$ cat config.mk
export PLATFORM = sky130hd
export DESIGN_NAME = rx_general_control
export DESIGN_NICKNAME = d
export VERILOG_FILES = /design/src/shared/rx_ctrl_pkg.sv /design/src/hw/rx_general_control.sv
export SDC_FILE = /design/constraint.sdc
export NUM_CORES = 1
export LEC_CHECK = 0
export BUFFER_PORTS_ARGS = -buffer_cell sky130_fd_sc_hd__buf_2
export CELL_PAD_IN_SITES_DETAIL_PLACEMENT = 1
export CELL_PAD_IN_SITES_GLOBAL_PLACEMENT = 2
export CORE_MARGIN = 3
export CORE_UTILIZATION = 33
export CTS_CLUSTER_SIZE = 16
export DETAILED_ROUTE_END_ITERATION = 8
export PLACE_DENSITY = 0.88
export SLEW_MARGIN = 15
export SYNTH_ARGS = -nofsm -noshare
export SYNTH_HDL_FRONTEND = slang
export SYNTH_SLANG_ARGS = --single-unit
$ cat constraint.sdc
create_clock -name i_mclk -period 7.98 [get_ports i_mclk]
set_input_delay 1.596 -clock i_mclk [delete_from_list [all_inputs] [get_ports i_mclk]]
set_output_delay 1.596 -clock i_mclk [all_outputs]
set_load 0.005 [all_outputs]
$ cat src/shared/rx_ctrl_pkg.sv
// Purpose: constants and types for the receiver general control bank
// Assumes: 12-bit register address, 8-bit register data
// Notes:   per-link parameter bytes arrive from the per-link bank
package rx_ctrl_pkg;

    // ------------------------------------------------------------
    // register map
    // ------------------------------------------------------------
    localparam logic [11:0] ADDR_TERMINATION_TUNE_A = 12'h2b1;
    localparam logic [11:0] ADDR_TERMINATION_TUNE_B = 12'h2b2;
    localparam logic [11:0] ADDR_RECEIVER_GEN_CTRL  = 12'h300;
    localparam logic [11:0] ADDR_PAGED_LO           = 12'h401;
    localparam logic [11:0] ADDR_PAGED_HI           = 12'h47e;
    localparam logic [11:0] ADDR_CHECKSUM_STORE     = 12'h40e;

    // ------------------------------------------------------------
    // reset values
    // ------------------------------------------------------------
    localparam logic [7:0] RST_TERMINATION_TUNE_A = 8'hc3;
    localparam logic [7:0] RST_TERMINATION_TUNE_B = 8'h93;
    localparam logic [7:0] RST_RECEIVER_GEN_CTRL  = 8'h00;
    localparam logic [7:0] RST_CHECKSUM           = 8'h00;

    // ------------------------------------------------------------
    // control register fields
    // ------------------------------------------------------------
    localparam int         POS_CHECKSUM_MODE = 6;
    localparam int         POS_LINK_MODE     = 3;
    localparam int         POS_LINK_PAGE     = 2;
    localparam int         POS_LINK_EN_LO    = 0;
    localparam logic [7:0] CTRL_WRITE_MASK   = 8'h4f;

    // packed link parameter bytes, index 0 at the lowest address
    localparam int NUM_CFG_BYTES = 13;
    localparam int NUM_LINKS     = 2;

    typedef logic [NUM_CFG_BYTES-1:0][7:0] cfg_bytes_t;
    typedef logic [NUM_LINKS-1:0][7:0]     link_bytes_t;

    // host side of the serial register port
    typedef struct packed {
        logic        wr;
        logic        rd;
        logic [11:0] addr;
        logic [7:0]  wdata;
    } reg_req_t;

endpackage

$ cat src/hw/rx_general_control.sv
// Purpose: termination tuning and receiver general control registers
// Assumes: register requests already deserialised, on i_mclk
// Notes:   read data appears one clock after the read strobe
`timescale 1ns/1ps
module rx_general_control (
    // clock and reset
    input  wire logic                      i_mclk,
    input  wire logic                      i_rst_n,
    // serial register port
    input  wire rx_ctrl_pkg::reg_req_t     i_req,
    output logic [7:0]                     o_rdata,
    output logic                           o_rvalid,
    // per-link parameter bytes
    input  wire rx_ctrl_pkg::cfg_bytes_t   i_link_cfg [2],
    // control outputs
    output logic [1:0]                     o_link_active,
    output logic                           o_dual_link,
    output logic                           o_page_link1,
    output rx_ctrl_pkg::link_bytes_t       o_computed_checksum_store,
    output logic [7:0]                     o_termination_tune_a,
    output logic [7:0]                     o_termination_tune_b
);
    import rx_ctrl_pkg::*;

    typedef struct packed {
        logic [7:0]  tune_a;
        logic [7:0]  tune_b;
        logic [7:0]  ctrl;
        link_bytes_t cks;
        logic [7:0]  rdata;
        logic        rvalid;
    } state_t;

    state_t      s;
    state_t      next_s;
    link_bytes_t sum_fields;
    link_bytes_t sum_packed;

    // --------------------------------------------------------------
    // checksum helpers
    // --------------------------------------------------------------
    // field-wise sum; reserved bits of each byte do not contribute
    function automatic logic [7:0] field_sum(input cfg_bytes_t b);
        logic [7:0] acc;
        acc = b[0];                                  // device id
        acc = acc + {4'h0, b[1][3:0]} + {4'h0, b[1][7:4]};
        acc = acc + {3'h0, b[2][4:0]} + {7'h0, b[2][5]}
                  + {7'h0, b[2][6]};
        acc = acc + {3'h0, b[3][4:0]} + {7'h0, b[3][7]};
        acc = acc + b[4] + {3'h0, b[5][4:0]} + b[6];
        acc = acc + {3'h0, b[7][4:0]} + {6'h0, b[7][7:6]};
        acc = acc + {3'h0, b[8][4:0]} + {5'h0, b[8][7:5]};
        acc = acc + {3'h0, b[9][4:0]} + {5'h0, b[9][7:5]};
        acc = acc + {3'h0, b[10][4:0]} + {7'h0, b[10][7]};
        return acc;
    endfunction

    // whole-byte sum, wraps at 256 by the 8-bit accumulator
    function automatic logic [7:0] packed_sum(input cfg_bytes_t b);
        logic [7:0] acc;
        acc = 8'h00;
        for (int i = 0; i < NUM_CFG_BYTES; i++) begin
            acc = acc + b[i];
        end
        return acc;
    endfunction

    // --------------------------------------------------------------
    // per-link sums
    // --------------------------------------------------------------
    for (genvar l = 0; l < NUM_LINKS; l++) begin : g_sum
        assign sum_fields[l] = field_sum(i_link_cfg[l]);
        assign sum_packed[l] = packed_sum(i_link_cfg[l]);
    end

    // --------------------------------------------------------------
    // next state
    // --------------------------------------------------------------
    // reads answer zero off the map so software never sees stale data
    always_comb begin
        logic [7:0] page_cks;
        page_cks = s.ctrl[POS_LINK_PAGE] ? s.cks[1] : s.cks[0];
        next_s = s;
        for (int l = 0; l < NUM_LINKS; l++) begin
            next_s.cks[l] = s.ctrl[POS_CHECKSUM_MODE]
                          ? sum_packed[l] : sum_fields[l];
        end
        if (i_req.wr) begin
            case (i_req.addr)
                ADDR_TERMINATION_TUNE_A: next_s.tune_a = i_req.wdata;
                ADDR_TERMINATION_TUNE_B: next_s.tune_b = i_req.wdata;
                ADDR_RECEIVER_GEN_CTRL:
                    next_s.ctrl = i_req.wdata & CTRL_WRITE_MASK;
                default: ;
            endcase
        end
        next_s.rvalid = i_req.rd;
        next_s.rdata  = 8'h00;
        if (i_req.rd) begin
            case (i_req.addr)
                ADDR_TERMINATION_TUNE_A: next_s.rdata = s.tune_a;
                ADDR_TERMINATION_TUNE_B: next_s.rdata = s.tune_b;
                ADDR_RECEIVER_GEN_CTRL:  next_s.rdata = s.ctrl;
                ADDR_CHECKSUM_STORE:     next_s.rdata = page_cks;
                default:                 next_s.rdata = 8'h00;
            endcase
        end
    end

    // --------------------------------------------------------------
    // state register
    // --------------------------------------------------------------
    always_ff @(posedge i_mclk) begin
        if (!i_rst_n) begin
            s.tune_a <= RST_TERMINATION_TUNE_A;
            s.tune_b <= RST_TERMINATION_TUNE_B;
            s.ctrl   <= RST_RECEIVER_GEN_CTRL;
            s.cks    <= {NUM_LINKS{RST_CHECKSUM}};
            s.rdata  <= 8'h00;
            s.rvalid <= 1'b0;
        end else begin
            s <= next_s;
        end
    end

    // outputs straight from the state register
    // links run straight from the enable bits; the host owns sequencing
    assign o_link_active = s.ctrl[POS_LINK_EN_LO +: 2];
    assign o_dual_link   = s.ctrl[POS_LINK_MODE];
    assign o_page_link1  = s.ctrl[POS_LINK_PAGE];
    assign o_computed_checksum_store = s.cks;
    assign o_termination_tune_a = s.tune_a;
    assign o_termination_tune_b = s.tune_b;
    assign o_rdata  = s.rdata;
    assign o_rvalid = s.rvalid;

    logic ctrl_wr;
    assign ctrl_wr = i_req.wr && (i_req.addr == ADDR_RECEIVER_GEN_CTRL);
endmodule

==> qor.csv <==
stage,metric,value,unit
power_and_ir_drop,power.leakage,6.42,nW
status,status,finished clean,
logic_synthesis,yosysUniqueCellTypes,34,
layout,final_nets,1824,
setup_path,r2r-start,o_page_link1,
flow_run,cap_violations,0,
placed_design,routabilityCongestion,0.840,
setup_path,path_max_fanout,2,
logic_synthesis,netlist_top_cells_count,"inv_1 (367), fa_1 (248), xnor2_1 (68)",
logic_synthesis,async_flop_share,0,%
setup_path,r2r_cells,3,
drt,drtIter0Drc,195,
clock_network,worst_skew_pair.late_latency,0.28,ns
setup_path,endpoint,o_computed_checksum_store[7],
clock_network,htree_levels,2,
clock_network,cts_hold_buf,0,
setup_path,cp_num_buf_inv,5,
logic_synthesis,avgSynthCellArea,9.77,µm²
placed_design,dp.cells,1661,
layout,final_core_util,39.5,%
logic_synthesis,yosysWarnings,0,
drt,dr.pass1.iters,5,
logic_synthesis,ys_ff_latch,46,
floorplanning,placeableCoreArea,30100,µm²
clock_network,cts_buffers,5,
layout,syn_to_final_growth,16.2,%
clock_network,cts.sinks,46,
drt,wl_per_cell,16.7,µm
drt,drc_errors,0,
placed_design,numPortBuffers,276,
worst_hold_path,min-delay-start,o_termination_tune_a[5],
setup_path,worst_path_max_delay_cell,fa_1,
sta,rsz0062_at_grt,false,
clock_network,cts_setup_buffers,0,
floorplanning,dieArea,33200,µm²
layout,diodes,0,
power_and_ir_drop,vdd_drop_max,0.400,mV
setup_path,worstPathRequired,8.15,ns
layout,register_area,922,µm²
logic_synthesis,synth.most_common_cell,inv_1,
setup_path,arrival,6.43,ns
logic_synthesis,syn_inst,1048,
sta,worstMarginPinSlew,0.836,ns
layout,multiInputGateArea,7560,µm²
power_and_ir_drop,p_per_area,500,nW/µm²
layout,fin_cells,1669,
logic_synthesis,yosysSeqAreaShare,9.00,%
layout,drive_gt1_share,23.3,%
layout,fillCellCount,3610,
drt,drt.antenna.violating_nets,0,
floorplanning,fp-row-count,63,
sta,fmax,0.160,GHz
global_routing,grt_max_degree,29,
global_routing,grt_pass1_wl,44.6,mm
setup_path,crit_path_frequent_cell,fa_1,
global_routing,grt.total_usage,17.0,%
logic_synthesis,synth_ff_type,dfxtp_1,
setup_path,crit_path_start,i_link_cfg[145],
drt,vias,7263,
global_routing,antenna_found_initial,0,
sta,whs,0.485,ns
logic_synthesis,yosys.area.top_type,fa_1,
setup_path,cp-end-kind,flop,
sta,fin_tns_setup,0,ns
sta,fin_crit,6.26,ns
floorplanning,die-height,182,µm
clock_network,cts.repair.resized,0,
setup_path,worst_setup_path_start_kind,input pin,
floorplanning,die_w,182,µm
sta,period_share,78.4,%
setup_path,max_stage_delay,0.55,ns
setup_path,critical_path.top_delay_family,adder cells,
logic_synthesis,synth_area,10200,µm²
setup_path,crit_cells,20,
clock_network,clk_pin_slew_worst_paths,0.06,ns
logic_synthesis,synth_edf_count,0,
global_routing,grt_overflow,0,
logic_synthesis,yosys-top-cells-area,"fa_1 (49%), inv_1 (13%), dfxtp_1 (9.0%), ha_1 (8.1%), xnor2_1 (5.8%)",
global_routing,grt_pass1_vias,8645,
drt,routed_wl,27.9,mm
placed_design,dp.final_hpwl,26.7,mm
worst_hold_path,worst_hold_path_type,flop to flop,
setup_path,crit_chain,buf_2 > fa_1 > inv_1 > fa_1 > inv_1 > fa_1 > inv_1 > fa_1 > fa_1 > inv_1 > ha_1 > ha_1 > fa_1 > a21oi_1 > o21bai_1 > a21o_1 > a21oi_1 > xnor2_1 > nor2_1 > a211oi_1,
sta,slew_violations,0,
floorplanning,ios,277,
logic_synthesis,netlist.area_leader.share,48.5,%
setup_path,critical_path_class,input pin to flop,
sta,final-setup-viol-count,0,
clock_network,cts_tree,yes,
sta,slew_headroom,43.7,%
power_and_ir_drop,finalPower,5.94,mW
clock_network,clk_path_buf_depth,2,
logic_synthesis,synthesis.nets,1594,
sta,worst_clock_skew,0.00627,ns
sta,finalHoldViolCount,0,
setup_path,reg2reg_to,o_rdata[7],
setup_path,r2r_slack,6.33,ns
clock_network,cts_root_buf,clkbuf_16,
floorplanning,start_util,34.0,%
drt,vias_per_cell,4.35,
per-layer routing:
layer	share of wire, %	routed length [µm]	vias to the layer above	global-route usage (%)
li1	-	-	3402	-
met1	42	11700	3693	22.0
met2	53	14800	156	31.5
met3	4.4	1220	12	2.05
met4	0.79	221	0	1.86
met5	0	0	-	0
tightest hold or removal path: cells and delay by family (launching register included):
kind	cells	cell delay (ns)
AO/OA/AOI/OAI	1	0.05
AND/OR/NAND/NOR	1	0.06
flip-flops	1	0.33
area by class of cell:
cell class | instances | share of cell area [%]
tap | 390 | 4.10
inverter | 368 | 11.6
clock inverter | 3 | 0.179
sequential | 46 | 7.75
multi-input combinational | 579 | 63.6
clock buffer | 5 | 1.05
timing repair buffer | 278 | 11.7
metrics by stage:
stage	cell area [µm²]	setup WS, ns
after detailed placement	11700	1.37
after floorplan	10200	1.82
after CTS	11900	1.65
final	11900	1.72
after global routing	11900	1.47
after global placement	11700	1.50
flip-flops by register name, summed over array words and instances, names as in the netlist:
name and flops:
o_termination_tune_b 8, o_rvalid 1, s 1, o_rdata 8, o_link_active 2, o_termination_tune_a 8, o_page_link1 1, o_computed_checksum_store 16
o_dual_link 1
cell usage in the layout (no fill, tap or decap), types with 2 or more instances in the layout:
master,netlist,layout
xnor2_1,68,68
clkbuf_16,0,5
inv_1,367,367
dfxtp_1,46,45
a21o_1,13,13
o21bai_1,6,6
nand3_1,13,13
buf_2,3,276
a211oi_1,2,2
a222oi_1,4,4
mux2_2,7,7
buf_4,44,2
nor2_1,25,25
nand4_1,2,2
and2_1,5,5
a22oi_1,8,8
mux2i_1,6,6
o21ai_0,2,2
fa_1,248,248
nor3_1,2,2
ha_1,66,66
xor2_1,12,12
nand3b_1,2,2
a21oi_1,38,38
nand2_1,43,43
worst min-delay path by stage:
| stage | slack, ns | cells after the start | to |
|---|---|---|---|
| 2_1_floorplan | 0.44 | 2 | o_termination_tune_b[2] |
| 3_3_place_gp | 0.47 | 2 | o_termination_tune_a[5] |
| 3_5_place_dp | 0.47 | 2 | o_termination_tune_a[5] |
| 4_1_cts | 0.48 | 2 | o_termination_tune_a[5] |
| 5_1_grt | 0.51 | 2 | o_termination_tune_a[5] |
| 6_report | 0.49 | 2 | o_termination_tune_a[5] |
report_power, final:
part	total (mW)	switching [mW]	leakage (nW)	internal, mW
registers	0.323	0.0283	0.376	0.295
clock network	0.203	0.0867	0.0698	0.116
logic	5.41	2.90	5.97	2.51
total	5.94	3.02	6.42	2.92
cell families (layout without fill, tap and decap cells):
| group | count (synthesis) | after routing | synth area share [%] |
|---|---|---|---|
| compound gates | 74 | 74 | 4.63 |
| xor+xnor | 80 | 80 | 6.85 |
| fa+ha+maj | 314 | 314 | 56.6 |
| mux | 13 | 13 | 1.36 |
| buf+inv | 423 | 654 | 17.2 |
| simple gates | 98 | 98 | 4.44 |
| flops | 46 | 46 | 9.00 |
Power figures use the tool's default switching activity.
